$ cat src/design/sbc_regs.vh
`ifndef SBC_REGS_VH
`define SBC_REGS_VH
// -----------------------------------------------------------------------
// Command byte field positions
// -----------------------------------------------------------------------
`define SBC_CMD_SLEW_HI      7
`define SBC_CMD_SLEW_LO      6
`define SBC_CMD_PULLUP_DIS   5
`define SBC_CMD_SW_C         4
`define SBC_CMD_SW_B         3
`define SBC_CMD_SW_A         2
`define SBC_CMD_OP_HI        1
`define SBC_CMD_OP_LO        0
// -----------------------------------------------------------------------
// Status byte field positions
// -----------------------------------------------------------------------
`define SBC_STS_IRQ_SRC      7
`define SBC_STS_BUS          6
`define SBC_STS_OVER         5
`define SBC_STS_UNDER        4
`define SBC_STS_REG_HOT      3
`define SBC_STS_SW_HOT       2
`define SBC_STS_WAKE_B       1
`define SBC_STS_WAKE_A       0
// -----------------------------------------------------------------------
// Encodings and reset values
// -----------------------------------------------------------------------
`define SBC_OP_SLEEP         2'h0
`define SBC_OP_STOP          2'h1
`define SBC_OP_NORMAL_WDC    2'h2
`define SBC_OP_NORMAL        2'h3
`define SBC_SLEW_NORMAL      2'h0
`define SBC_SLEW_SLOW        2'h1
`define SBC_SLEW_FAST        2'h2
`define SBC_SLEW_LOWPWR      2'h3
`define SBC_CMD_GUARD_MASK   8'hDF
`define SBC_CMD_SLEEP_BYTE   8'hC0
`define SBC_CMD_STOP_BYTE    8'hC1
`define SBC_CTRL_RESET       8'h03
`define SBC_BIT_COUNT        3'h7
`endif

$ cat src/design/sbc_ctrl_status.v
// Summary of operation
// - Pullup bit 0 connects pullup in low power.
// - Reset clears all three switch enables.
// - Switch C by enable; A,B also need gate.
// - Mode bits: sleep, stop, normal+clear, normal.
// - After 10 written, low mode bit returns 1.
// - Watchdog clear accepted anytime in request mode.
// - No sleep or stop on one byte.
// - Sleep byte sent twice enters sleep.
// - Stop byte sent twice enters stop.
// - Top read bit flags source versus live flags.
// - Bus bit shows bus wake or fault.
// - Overvoltage flag follows supply over comparator.
// - Undervoltage flag follows supply under comparator.
// - Regulator thermal warning reported live.
// - Switch thermal flag, hot switch turned off.
// - Low bits live wake inputs or source.
// - One byte per transfer, MSB first.
// - Status captured at chip select fall.
// - Slew bits select normal, slow, fast; low power code keeps last slew.
// - First read after reset shows battery fail.
`timescale 1ns/1ps
`default_nettype none
`include "sbc_regs.vh"

module sbc_ctrl_status (
  // Clock and reset
  input  wire       sys_clk_in,
  input  wire       rst_b_in,
  // Serial link from host, all asynchronous
  input  wire       spi_sclk_in,
  input  wire       spi_cs_b_in,
  input  wire       spi_mosi_in,
  output reg        spi_miso_out,
  output reg        spi_miso_oe_out,
  // Status sources, asynchronous levels
  input  wire       pwm_gate_in,
  input  wire       wake_input_a_in,
  input  wire       wake_input_b_in,
  input  wire       bus_wake_in,
  input  wire       bus_fault_in,
  input  wire       supply_over_in,
  input  wire       supply_under_in,
  input  wire       battery_fail_in,
  input  wire       regulator_thermal_warn_in,
  input  wire [2:0] switch_hot_in,
  input  wire       wake_event_in,
  // Control outputs
  output reg        load_switch_a_out,
  output reg        load_switch_b_out,
  output reg        load_switch_c_out,
  output reg        bus_pullup_on_out,
  output reg  [1:0] slew_mode_out,
  output reg        sleep_mode_out,
  output reg        stop_mode_out,
  output reg        watchdog_clear_out,
  output reg  [7:0] command_control_byte_out
);

  // -----------------------------------------------------------------------
  // Input synchronisers
  // -----------------------------------------------------------------------
  // Bit order: link pins at the bottom, status levels above, heat on top.
  localparam NSYNC = 16;
  reg [NSYNC-1:0] sync1_q;
  reg [NSYNC-1:0] sync2_q;
  wire [NSYNC-1:0] raw_w = {switch_hot_in, wake_event_in, battery_fail_in,
    regulator_thermal_warn_in, supply_under_in, supply_over_in,
    bus_fault_in, bus_wake_in, wake_input_b_in, wake_input_a_in,
    pwm_gate_in, spi_mosi_in, spi_cs_b_in, spi_sclk_in};

  // Two stages for every outside level; only stage two is read.
  always @(posedge sys_clk_in or negedge rst_b_in) begin
    if (!rst_b_in) begin
      // Idle link levels with select high, so release shows no select edge.
      sync1_q <= 16'h0006;
      sync2_q <= 16'h0006;
    end else begin
      sync1_q <= raw_w;
      sync2_q <= sync1_q;
    end
  end

  // Named taps on stage two; nothing reads stage one directly.
  wire       sclk_s   = sync2_q[0];
  wire       cs_b_s   = sync2_q[1];
  wire       mosi_s   = sync2_q[2];
  wire       gate_s   = sync2_q[3];
  wire [1:0] wake_s   = sync2_q[5:4];
  wire       bwake_s  = sync2_q[6];
  wire       bfault_s = sync2_q[7];
  wire       over_s   = sync2_q[8];
  wire       under_s  = sync2_q[9];
  wire       rhot_s   = sync2_q[10];
  wire       bfail_s  = sync2_q[11];
  wire       wev_s    = sync2_q[12];
  wire [2:0] shot_s   = sync2_q[15:13];

  // -----------------------------------------------------------------------
  // Edge detection on the link
  // -----------------------------------------------------------------------
  // Last seen link levels, reset to the idle pins to avoid a false edge.
  reg sclk_q;
  reg cs_b_q;

  always @(posedge sys_clk_in or negedge rst_b_in) begin
    if (!rst_b_in) begin
      sclk_q <= 1'b0;
      cs_b_q <= 1'b1;
    end else begin
      sclk_q <= sclk_s;
      cs_b_q <= cs_b_s;
    end
  end

  // Clock edges count only while selected, so idle wiggles are ignored.
  wire cs_fall_w   = cs_b_q & ~cs_b_s;
  wire cs_rise_w   = ~cs_b_q & cs_b_s;
  wire sclk_rise_w = ~sclk_q & sclk_s & ~cs_b_s;
  wire sclk_fall_w = sclk_q & ~sclk_s & ~cs_b_s;

  // -----------------------------------------------------------------------
  // Wake source and first-read latches
  // -----------------------------------------------------------------------
  // Wake source latch and the first-read marker for battery fail.
  reg [1:0] wake_src_q;
  reg       src_pend_q;
  reg       first_read_q;
  reg       src_shown_q;
  reg       wev_q;
  reg       src_fresh_q;
  wire      wake_edge_w = wev_s & ~wev_q;

  // Set wins over clear: a new wake in the clearing cycle stays latched.
  // A wake that lands after the snapshot was never shown, so it is kept.
  always @(posedge sys_clk_in or negedge rst_b_in) begin
    if (!rst_b_in) begin
      wake_src_q   <= 2'h0;
      src_pend_q   <= 1'b0;
      first_read_q <= 1'b1;
      wev_q        <= 1'b0;
      src_fresh_q  <= 1'b0;
    end else begin
      wev_q <= wev_s;
      if (wake_edge_w) begin
        src_pend_q <= 1'b1;
        wake_src_q <= wake_s;
      end else if (cs_rise_w & src_shown_q & ~src_fresh_q) begin
        src_pend_q <= 1'b0;
      end
      if (wake_edge_w)
        src_fresh_q <= 1'b1;
      else if (cs_fall_w)
        src_fresh_q <= 1'b0;
      if (cs_rise_w)
        first_read_q <= 1'b0;
    end
  end

  // -----------------------------------------------------------------------
  // Status snapshot and shifter
  // -----------------------------------------------------------------------
  reg [7:0] tx_q;
  reg [7:0] rx_q;
  reg [2:0] cnt_q;
  reg       byte_ok_q;
  reg       extra_q;

  // Flags come through the synchronisers, so a snapshot is two clocks old.
  wire [7:0] status_w = {src_pend_q,
                         bwake_s | bfault_s,
                         over_s,
                         first_read_q ? bfail_s : under_s,
                         rhot_s,
                         |shot_s,
                         src_pend_q ? wake_src_q : wake_s};

  // Snapshot at select fall, shift out on falling, sample on rising.
  // Only a byte with exactly eight edges counts as a command.
  // A ninth edge marks the frame long, so sixteen edges do not pass.
  always @(posedge sys_clk_in or negedge rst_b_in) begin
    if (!rst_b_in) begin
      tx_q        <= 8'h00;
      rx_q        <= 8'h00;
      cnt_q       <= 3'h0;
      byte_ok_q   <= 1'b0;
      extra_q     <= 1'b0;
      src_shown_q <= 1'b0;
    end else if (cs_fall_w) begin
      tx_q        <= status_w;
      src_shown_q <= src_pend_q;
      cnt_q       <= 3'h0;
      byte_ok_q   <= 1'b0;
      extra_q     <= 1'b0;
    end else begin
      if (sclk_rise_w) begin
        rx_q  <= {rx_q[6:0], mosi_s};
        cnt_q <= cnt_q + 3'h1;
        extra_q   <= extra_q | byte_ok_q;
        byte_ok_q <= (cnt_q == `SBC_BIT_COUNT) & ~extra_q;
      end
      if (sclk_fall_w)
        tx_q <= {tx_q[6:0], 1'b0};
    end
  end

  // MISO drives only while selected so several devices may share it.
  // Its level is registered, one clock behind the shift register.
  always @(posedge sys_clk_in or negedge rst_b_in) begin
    if (!rst_b_in) begin
      spi_miso_out    <= 1'b0;
      spi_miso_oe_out <= 1'b0;
    end else begin
      spi_miso_out    <= tx_q[7];
      spi_miso_oe_out <= ~cs_b_s;
    end
  end

  // -----------------------------------------------------------------------
  // Command decode
  // -----------------------------------------------------------------------
  // Guard bytes compare with the pullup bit masked, as it is don't-care.
  function [7:0] guard_key;
    input [7:0] b;
    begin
      guard_key = b & `SBC_CMD_GUARD_MASK;
    end
  endfunction

  function is_guard;
    input [7:0] b;
    begin
      is_guard = (guard_key(b) == `SBC_CMD_SLEEP_BYTE) |
                 (guard_key(b) == `SBC_CMD_STOP_BYTE);
    end
  endfunction

  // A command counts only when the frame held exactly eight bits.
  wire       cmd_done_w = cs_rise_w & byte_ok_q;
  reg  [7:0] ctrl_q;
  // Arming state: a first guard byte waits here for its twin.
  reg  [7:0] pend_q;
  reg        pend_v_q;
  reg        wdc_q;
  reg        sleep_q;
  reg        stop_q;

  // The host is trusted to send both mode bits in one byte.
  always @(posedge sys_clk_in or negedge rst_b_in) begin
    if (!rst_b_in) begin
      ctrl_q   <= `SBC_CTRL_RESET;
      pend_q   <= 8'h00;
      pend_v_q <= 1'b0;
      wdc_q    <= 1'b0;
      sleep_q  <= 1'b0;
      stop_q   <= 1'b0;
    end else begin
      wdc_q <= 1'b0;
      if (cmd_done_w) begin
        if (is_guard(rx_q)) begin
          // First guarded byte only arms; a second that matches it outside the pullup bit acts.
          if (pend_v_q && (guard_key(rx_q) == guard_key(pend_q))) begin
            ctrl_q   <= rx_q;
            sleep_q  <= (rx_q[1:0] == `SBC_OP_SLEEP);
            stop_q   <= (rx_q[1:0] == `SBC_OP_STOP);
            pend_v_q <= 1'b0;
          end else begin
            pend_q   <= rx_q;
            pend_v_q <= 1'b1;
          end
        end else begin
          // Any other byte drops an armed guard and leaves low power.
          pend_v_q <= 1'b0;
          sleep_q  <= 1'b0;
          stop_q   <= 1'b0;
          if (rx_q[1:0] == `SBC_OP_NORMAL_WDC) begin
            // Clear taken in any phase, no window here.
            wdc_q  <= 1'b1;
            ctrl_q <= {rx_q[7:1], 1'b1};
          end else if (rx_q[1]) begin
            ctrl_q <= rx_q;
          end else begin
            // A lone sleep/stop code that is not a guard byte keeps mode.
            ctrl_q <= {rx_q[7:2], ctrl_q[1:0]};
          end
        end
      end else if (wake_edge_w) begin
        // A wake event ends low power at once, but only in a cycle where no command completes.
        sleep_q <= 1'b0;
        stop_q  <= 1'b0;
      end
    end
  end

  // -----------------------------------------------------------------------
  // Outputs
  // -----------------------------------------------------------------------
  wire low_pwr_w = sleep_q | stop_q;
  wire [2:0] sw_en_w = {ctrl_q[`SBC_CMD_SW_C], ctrl_q[`SBC_CMD_SW_B],
                        ctrl_q[`SBC_CMD_SW_A]};
  wire [2:0] sw_ok_w;

  // One permission per switch: enable set, not hot, not in low power.
  // Only switch C ignores the gate; A and B are the modulated pair.
  genvar gi;
  generate
    for (gi = 0; gi < 3; gi = gi + 1) begin : g_sw
      assign sw_ok_w[gi] = sw_en_w[gi] & ~shot_s[gi] & ~low_pwr_w &
                           (gate_s | (gi == 2));
    end
  endgenerate

  // Every output is a flop, so the pins never see decode glitches.
  always @(posedge sys_clk_in or negedge rst_b_in) begin
    if (!rst_b_in) begin
      load_switch_a_out        <= 1'b0;
      load_switch_b_out        <= 1'b0;
      load_switch_c_out        <= 1'b0;
      bus_pullup_on_out        <= 1'b0;
      slew_mode_out            <= `SBC_SLEW_NORMAL;
      sleep_mode_out           <= 1'b0;
      stop_mode_out            <= 1'b0;
      watchdog_clear_out       <= 1'b0;
      command_control_byte_out <= `SBC_CTRL_RESET;
    end else begin
      // A hot switch is forced off at once.
      load_switch_a_out <= sw_ok_w[0];
      load_switch_b_out <= sw_ok_w[1];
      load_switch_c_out <= sw_ok_w[2];
      bus_pullup_on_out <= low_pwr_w &
                           ~ctrl_q[`SBC_CMD_PULLUP_DIS];
      // The low-power code leaves the previous slew in force.
      if (ctrl_q[7:6] != `SBC_SLEW_LOWPWR)
        slew_mode_out <= ctrl_q[7:6];
      sleep_mode_out           <= sleep_q;
      stop_mode_out            <= stop_q;
      watchdog_clear_out       <= wdc_q;
      command_control_byte_out <= ctrl_q;
    end
  end

endmodule // sbc_ctrl_status
`default_nettype wire

$ cat config.mk
export PLATFORM = sky130hd
export DESIGN_NAME = sbc_ctrl_status
export DESIGN_NICKNAME = d
export VERILOG_FILES = /design/src/design/sbc_ctrl_status.v
export VERILOG_INCLUDE_DIRS = /design/src /design/src/design
export SDC_FILE = /design/constraint.sdc
export NUM_CORES = 1
export LEC_CHECK = 0
export BUFFER_PORTS_ARGS = -buffer_cell sky130_fd_sc_hd__buf_2
export CELL_PAD_IN_SITES_DETAIL_PLACEMENT = 1
export CELL_PAD_IN_SITES_GLOBAL_PLACEMENT = 1
export CORE_UTILIZATION = 51
export DETAILED_ROUTE_END_ITERATION = 10
export PLACE_DENSITY_LB_ADDON = 0.1
export SKIP_CTS_REPAIR_TIMING = 1
export SLEW_MARGIN = 40
export SYNTH_ARGS = -nofsm -noshare
export SYNTH_HDL_FRONTEND = slang
export SYNTH_SLANG_ARGS = --single-unit
$ cat constraint.sdc
create_clock -name sys_clk_in -period 3.1 [get_ports sys_clk_in]
set_input_delay 0.155 -clock sys_clk_in [delete_from_list [all_inputs] [get_ports sys_clk_in]]
set_output_delay 0.155 -clock sys_clk_in [all_outputs]
set_load 0.005 [all_outputs]
After elaboration in Yosys (flattened, before gate mapping)
Cells that the tools add are included.
Storage, ports and cells
  bits in registers: 101
  output and inout port bits: 19
  input bits: 18
  word-level logic and storage cells: 125
Operators by class
  bitwise operators: 38
  add/subtract/negate cells: 1
  reduce and logical (&&, ||, !) cells: 14
  equality and inequality tests: 9
  multiplexer cells: 30
Operators by type and width (number)
  2-to-1 mux 8 bit: 4
  2-to-1 mux 1 bit: 21
  bitwise AND 1 bit: 20
  equality test 7 bit (second input constant): 2
  NOT 1 bit: 14
  nonzero test 2 bit: 5
  equality test 7 bit: 1
  2-to-1 mux 2 bit: 3
  2-to-1 mux 3 bit: 2
  AND reduction 2 bit: 3
  AND reduction 3 bit: 2
  OR 1 bit: 4
  adder 3 x 1 -> 3 bit (second input constant): 1
  equality test 3 bit (second input constant): 1
  != test 3 x 2 -> 1 bit (second input constant): 1
  nonzero test 3 bit: 1
  OR reduction 3 bit: 1
  equality test 2 x 1 -> 1 bit (second input constant): 1
  equality test 2 bit (second input constant): 1
  zero test 2 bit: 1
  != test 2 x 1 -> 1 bit (second input constant): 1
  != test 2 bit (second input constant): 1
  logical AND 1 bit: 1

Longest topological paths before layout
Gate-level depths: netlist of run 1.
  word-level depth: 6
  gate-level depth with buffers: 5
  gate-level depth less buffers: 4

Worst setup path before layout of run 1
Ideal clock, no wire load.
  path kind: register -> register
  start point: reg rx_q[1]
  end point: reg pend_q[0]
  stages on the path, launching flop included: 6
  buffers on the path: 1
  clock period less this slack: 1.624 ns
  arrival time: 1.499 ns
  library setup time: 0.125 ns
  setup slack: 1.476 ns
  required time: 2.975 ns
  path through: dfrtp_1 -> buf_2 -> nor4b_4 -> nand3_1 -> a21oi_2 -> mux2_2
On the way
  word-level cells in the longest chain between the ends: 4
  elaborated cells on any way between the ends: 7
  those cells by class: 3 x eq/ne; 2 x bitwise; 2 x reduce/logical
RTL lines
  from (decl): RTL line sbc_ctrl_status.v:164  | reg [7:0] rx_q;
  from (signal assigned): RTL line sbc_ctrl_status.v:197  | rx_q <= {rx_q[6:0], mosi_s};
  equality test 7 bit: RTL line sbc_ctrl_status.v:262  | if (pend_v_q && (guard_key(rx_q) == guard_key(pend_q))) begin
  logical AND 1 bit: RTL line sbc_ctrl_status.v:262
  NOT 1 bit (no source line)
  AND reduction 3 bit (no source line) (*)
  to (signal assigned): RTL line sbc_ctrl_status.v:268  | pend_q <= rx_q;
  to (decl): RTL line sbc_ctrl_status.v:242  | reg [7:0] pend_q;
Mark *: on every way between the ends. The rest lies on a longest branch, timed or not.
A chain may end at the register's enable or synchronous reset.

Final worst setup path of run 1
  start point: reg sync2_q[1]
  end point: reg ctrl_q[2]
On the way
  word-level cells in the longest chain between the ends: 3
RTL lines
  from (decl): RTL line sbc_ctrl_status.v:66  | reg [NSYNC-1:0] sync2_q;
  from (signal assigned): RTL line sbc_ctrl_status.v:80  | sync2_q <= sync1_q;
  bitwise AND 1 bit: RTL line sbc_ctrl_status.v:118  | wire cs_rise_w = ~cs_b_q & cs_b_s;
  bitwise AND 1 bit: RTL line sbc_ctrl_status.v:239  | wire cmd_done_w = cs_rise_w & byte_ok_q;
  AND reduction 2 bit (no source line)
  to (signal assigned): RTL line sbc_ctrl_status.v:251  | ctrl_q <= `SBC_CTRL_RESET;
  to (signal assigned): RTL line sbc_ctrl_status.v:263  | ctrl_q <= rx_q;
  to (signal assigned): RTL line sbc_ctrl_status.v:279  | ctrl_q <= {rx_q[7:1], 1'b1};
  to (decl): RTL line sbc_ctrl_status.v:240  | reg [7:0] ctrl_q;
No other way between the ends.

==> results.ini, run 1 <==
[sta]
maxSlewViolCount=0
setup_tns_ns=0
rsz0062_at_grt=no
setup_viol=0
skew_ns=0.00995
fmax_mhz=508
timing.slew.headroom_pct=50.4
tightest_slew_ns=0.741
fin_crit_sh_pct=63.5
period_minus_slack_ns=1.97
finalHoldViolCount=0

[route]
first_pass_iters=6
drcViolationCount=0
wire_per_inst_um=17.0
drtAntennaViolNets=0
post_drt_via_cell_ratio=5.28
drt_iter0_markers=128
routed_wl_um=6490
vias=2017

[floorplanning]
die_x_um=84.7
core_um2=6490
num_rows=29
die_h_um=84.7
ioPinCount=37
initial_core_util_pct=53.7
die-area_um2=7180

[run]
drv_cap=0

[clocking]
tritoncts=done
clk_pin_slew_ns=0.09
h-tree-depth=3
clk_latency_ns=0.35
clockBufferDepth=2
numCtsBuffers=9
root_buffer=clkbuf_8
cts_sinks=100

[worst_setup_path]
critPathArrivalTime_ns=2.21
critPathKind=reg -> reg
r2r-end=ctrl_q[2]$_DFFE_PN0P_
r2r_cells=4
cp.required_ns=3.34
r2r_start=sync2_q[1]$_DFF_PN1_
r2r_slack_ns=1.13
cp-end-kind=register
crit_path_start_kind=register
path_max_fanout=14

[global_route]
grt_usage_pct=20.0
grt.overflow.total=0
globalRouteMet2Util_pct=30.8
grt_start_max_net_pins=37
gr-usage-met1_pct=27.5
grt_pass1_vias=2107
antenna_found_initial=0
use_met3_pct=5.70
grt_most_used_layer=met2
grt_pass1_wl_um=10600

[synthesis]
synth_nets=258
ys_seq_area_share_pct=72.1
synth_cell_type_count=43
yosys_warnings=0
synth-async-reset-ratio_pct=100
synth_compound_area_share_pct=6.38
synth.avg_cell_area_um2=14.7
synth_top_flop_cell=dfrtp_1
synthCells=238
synth_simple_gate_area_share_pct=10.9
synth.area.mux_share_pct=7.21
netlist_area_um2=3490
ys_seq_elements=100
synth_top_family_by_area=simple AND/OR/NAND/NOR gates
synth_enable_flop_cells=0
synth_adder_area_share_pct=0.717
synth-xor-area-share_pct=1.51

[placed_design]
dp.final_hpwl_um=4120
gp_congestion=0.698
port_buffers=36

[power]
cellPowerDensity_nw_per_um2=650
p_leak_nw=2.06
ir_drop_mv=0.394
p_total_mw=2.73

[cells_and_area]
layout_commonest_cell=dfrtp_1
drive_gt1_share_pct=30.2
mostFrequentLayoutCells=dfrtp_1 (90), buf_2 (35), nand2_1 (18)
syn_to_final_growth_pct=20.5
diodes=0
n_fill_cell=615
nets=320

[status]
status=completed

[min_path]
hold_class=in -> async

-- cells in the mapped netlist, types with 4 or more instances --
cell | instances | area (um^2)
nor2_1 | 7 | 26.3
nand3_1 | 4 | 20.0
nand2b_1 | 4 | 25.0
mux2i_1 | 6 | 60.1
dfrtp_1 | 90 | 2250
a22oi_1 | 4 | 30.0
dfstp_2 | 10 | 263
nand2_1 | 18 | 67.6
nor2b_1 | 9 | 56.3
inv_1 | 6 | 22.5
o21ai_0 | 8 | 40.0
a21oi_1 | 6 | 30.0
mux2_2 | 17 | 191
xor2_1 | 6 | 52.6
-- sequential cells by signal, summed over array words and instances (netlist names), 2 cells and up --
register	cells
rx_q	8
tx_q	8
command_control_byte_out	8
sync1_q	16
sync2_q	16
pend_q	7
cnt_q	3
slew_mode_out	2
ctrl_q	8
wake_src_q	2
-- through the flow --
step / util [%] / hold WS [ns] / instances / area, um^2 / setup WS [ns]
finish: 64.7 / 0.278 / 382 / 4210 / 1.13
global placement: 58.0 / 0.139 / 349 / 3770 / 1.19
global route: 64.7 / 0.306 / 382 / 4210 / 0.952
detailed placement: 58.0 / 0.141 / 349 / 3770 / 1.17
floorplan: - / -0.141 / 238 / 3490 / 1.48
CTS: 62.1 / -0.254 / 365 / 4040 / 1.14
-- worst max path at each step --
stage                              start  depth (start not counted)  slack, ns                    end
floorplan            rx_q[1]$_DFFE_PN0P_                          5       1.48  pend_q[0]$_DFFE_PN0P_
global placement    sync2_q[1]$_DFF_PN1_                          4       1.19  ctrl_q[4]$_DFFE_PN0P_
detailed placement  sync2_q[1]$_DFF_PN1_                          4       1.17  ctrl_q[2]$_DFFE_PN0P_
CTS                 sync2_q[1]$_DFF_PN1_                          4       1.14  pend_q[0]$_DFFE_PN0P_
global route        sync2_q[1]$_DFF_PN1_                          4       0.95  ctrl_q[0]$_DFFE_PN1P_
finish              sync2_q[1]$_DFF_PN1_                          4       1.13  ctrl_q[2]$_DFFE_PN0P_
-- cell type report --
cell class              count  area, um^2  share of cell area, %
repair buffers             56         375                   8.93
clock inverters             6         138                   3.27
clock buffers              10         128                   3.03
flip-flops and latches    100        2510                   59.8
inverters                   6        22.5                  0.536
multi-input cells         127         931                   22.1
well taps                  77        96.3                   2.29
-- critical path: stages (launching register included) --
cell and delay [ns]:
dfstp_2 0.70, nand3b_1 0.25, nor4_1 0.40, a21oi_2 0.19, mux2_2 0.31
-- per-layer routing --
layer	wire (um)	share of wire, %
met3	206	3.2
met4	86	1.3
met1	3080	48
met5	0	0
met2	3110	48
-- cell families after synthesis --
kind of cell,Yosys count
AOI/OAI and AO/OA,33
DFF,100
buffers and inverters,11
xor gates and xnor gates,6
muxes,23
adders and majority gates,2
and+or+nand+nor,63
-- power breakdown --
part	leakage, nW	switching, mW	internal [mW]
Clock	0.131	0.435	0.621
Sequential	1.25	0.0871	1.39
Combinational	0.680	0.105	0.0965
(Power assumes the default switching activity.)
==> run 2, diff against run 1 <==
--- a/config.mk
+++ b/config.mk
@@ -9,7 +9,7 @@
 export BUFFER_PORTS_ARGS = -buffer_cell sky130_fd_sc_hd__buf_2
 export CELL_PAD_IN_SITES_DETAIL_PLACEMENT = 1
 export CELL_PAD_IN_SITES_GLOBAL_PLACEMENT = 1
-export CORE_UTILIZATION = 51
+export CORE_UTILIZATION = 47
 export DETAILED_ROUTE_END_ITERATION = 10
 export PLACE_DENSITY_LB_ADDON = 0.1
 export SKIP_CTS_REPAIR_TIMING = 1
==> constraint.sdc (replaced) <==
create_clock -name sys_clk_in -period 2.03 [get_ports sys_clk_in]
set_input_delay 0.1015 -clock sys_clk_in [delete_from_list [all_inputs] [get_ports sys_clk_in]]
set_output_delay 0.1015 -clock sys_clk_in [all_outputs]
set_load 0.005 [all_outputs]
==> results.ini, run 2 (same netlist as run 1, synthesis figures left out) <==
[floorplanning]
ioPinCount=37  ; unchanged
die_x_um=88.2  ; +4.1%
die_h_um=88.2  ; +4.1%
core_um2=7210  ; +11%
num_rows=31  ; +6.9%
die-area_um2=7770  ; +8.3%
initial_core_util_pct=48.4  ; -5.4 points

[cells_and_area]
layout_commonest_cell=dfrtp_1
mostFrequentLayoutCells=dfrtp_1 (90), buf_2 (35), nand2_1 (18)
n_fill_cell=736  ; +20%
diodes=0  ; unchanged
syn_to_final_growth_pct=20.8
nets=326  ; +1.9%
reg_top3=sync1_q: 16 flops, sync2_q: 16 flops
drive_gt1_share_pct=31.5  ; +1.3 points
postLayoutCellArea_um2=4220  ; +0.24%
final_core_util_pct=58.4  ; -6.3 points
fin_cells=410  ; +7.3%

[sta]
period_minus_slack_ns=1.86  ; -0.108 ns
timing.slew.headroom_pct=69.7  ; +19 points
maxSlewViolCount=0  ; unchanged
fin_crit_sh_pct=91.6  ; +28 points
timing.final.ws_setup_ns=0.170  ; -0.962 ns
setup_viol=0  ; unchanged
tightest_slew_ns=0.454  ; -0.287 ns
fmax_mhz=537  ; +5.8%
whs_ns=0.216  ; -0.0626 ns
skew_ns=0.00711  ; -0.00284 ns
setup_tns_ns=0  ; unchanged
rsz0062_at_grt=no
finalHoldViolCount=0  ; unchanged

[route]
vias=2057  ; +2.0%
drtAntennaViolNets=0  ; unchanged
drcViolationCount=0  ; unchanged
first_pass_iters=4  ; -2
routed_wl_um=6600  ; +1.8%
post_drt_via_cell_ratio=5.02  ; -5.0%
drt_iter0_markers=116  ; -9.4%
wire_per_inst_um=16.1  ; -5.1%

[global_route]
grt_start_max_net_pins=34  ; -8.1%
grt_pass1_wl_um=10600  ; +0.26%
antenna_found_initial=0  ; unchanged
grt_pass1_vias=2062  ; -2.1%
grt_usage_pct=19.1  ; -0.86 points
grt.overflow.total=0  ; unchanged

[worst_setup_path]
crit_path_start_kind=register
r2r-end=pend_q[0]$_DFFE_PN0P_
r2r_slack_ns=0.17  ; -0.96 ns
cp-end-kind=register
critPathArrivalTime_ns=2.11  ; -0.10 ns
path_max_fanout=9  ; -5
r2r_start=rx_q[2]$_DFFE_PN0P_
critPathKind=reg -> reg
r2r_cells=4  ; unchanged
cp.required_ns=2.28  ; -1.06 ns

[min_path]
hold_class=in -> async

[placed_design]
dp.final_hpwl_um=4470  ; +8.3%
pre_cts_slack_ns=0.182  ; -0.984 ns
gp_congestion=0.760  ; +8.8%
port_buffers=36  ; unchanged
dp_cells=377  ; +8.0%
placed_cell_area_um2=3850  ; +2.3%

[power]
p_leak_nw=2.06  ; +0.26%
p_total_mw=3.81  ; +40%
cellPowerDensity_nw_per_um2=905  ; +39%
ir_drop_mv=0.551  ; +40%

[status]
status=completed

[clocking]
numCtsBuffers=9  ; unchanged
clockBufferDepth=2  ; unchanged
tritoncts=done
h-tree-depth=3  ; unchanged
cts_sinks=100  ; unchanged
clk_pin_slew_ns=0.09  ; about the same
root_buffer=clkbuf_8
clk_latency_ns=0.36  ; about the same

[run]
drv_cap=0  ; unchanged

[run 2: changes by cell type in the layout (fill, tap and decap cells not counted), sizes merged]
cell / previous run / this run
inv: 6 / 8
clkinv: 2 / 3
bufinv: 4 / 1
buf: 39 / 45
[run 2: layout make-up]
type                    count  area [um^2]  share of cell area (%)
clock inverters             6         62.6                    1.48
clock buffers              10          128                    3.03
well taps                  99          124                    2.94
repair buffers             62          433                    10.3
inverters                   6         22.5                   0.534
flip-flops and latches    100         2510                    59.7
multi-input cells         127          931                    22.1
[run 2: power by group]
part,total [mW],internal [mW],switching [mW]
logic,0.329,0.159,0.170
clock network,1.24,0.573,0.667
registers,2.25,2.12,0.124
[run 2: critical path, cell delays in order, from the launching register on]
cell	delay (ns)
dfrtp_1	0.47
nor4b_4	0.37
nand3_1	0.17
a21oi_2	0.36
mux2_2	0.38
[run 2: metal layers]
layer,share of wire [%],up-vias,GRT usage (%)
met2,47,36,28.1
li1,-,955,-
met4,1.8,0,8.50
met1,47,1057,26.2
met3,3.4,9,5.94
met5,0,-,0
[run 2: how the worst max path moves through the flow]
stage / slack (ns) / from / cells past startpoint / to
2_1_floorplan: 0.41 / rx_q[1]$_DFFE_PN0P_ / 5 / pend_q[0]$_DFFE_PN0P_
3_3_place_gp: 0.23 / cs_b_q$_DFF_PN1_ / 4 / ctrl_q[2]$_DFFE_PN0P_
3_5_place_dp: 0.18 / cs_b_q$_DFF_PN1_ / 4 / ctrl_q[4]$_DFFE_PN0P_
4_1_cts: 0.17 / rx_q[2]$_DFFE_PN0P_ / 4 / pend_q[0]$_DFFE_PN0P_
5_1_grt: 0.001 / sync2_q[1]$_DFF_PN1_ / 4 / ctrl_q[0]$_DFFE_PN1P_
6_report: 0.17 / rx_q[2]$_DFFE_PN0P_ / 4 / pend_q[0]$_DFFE_PN0P_
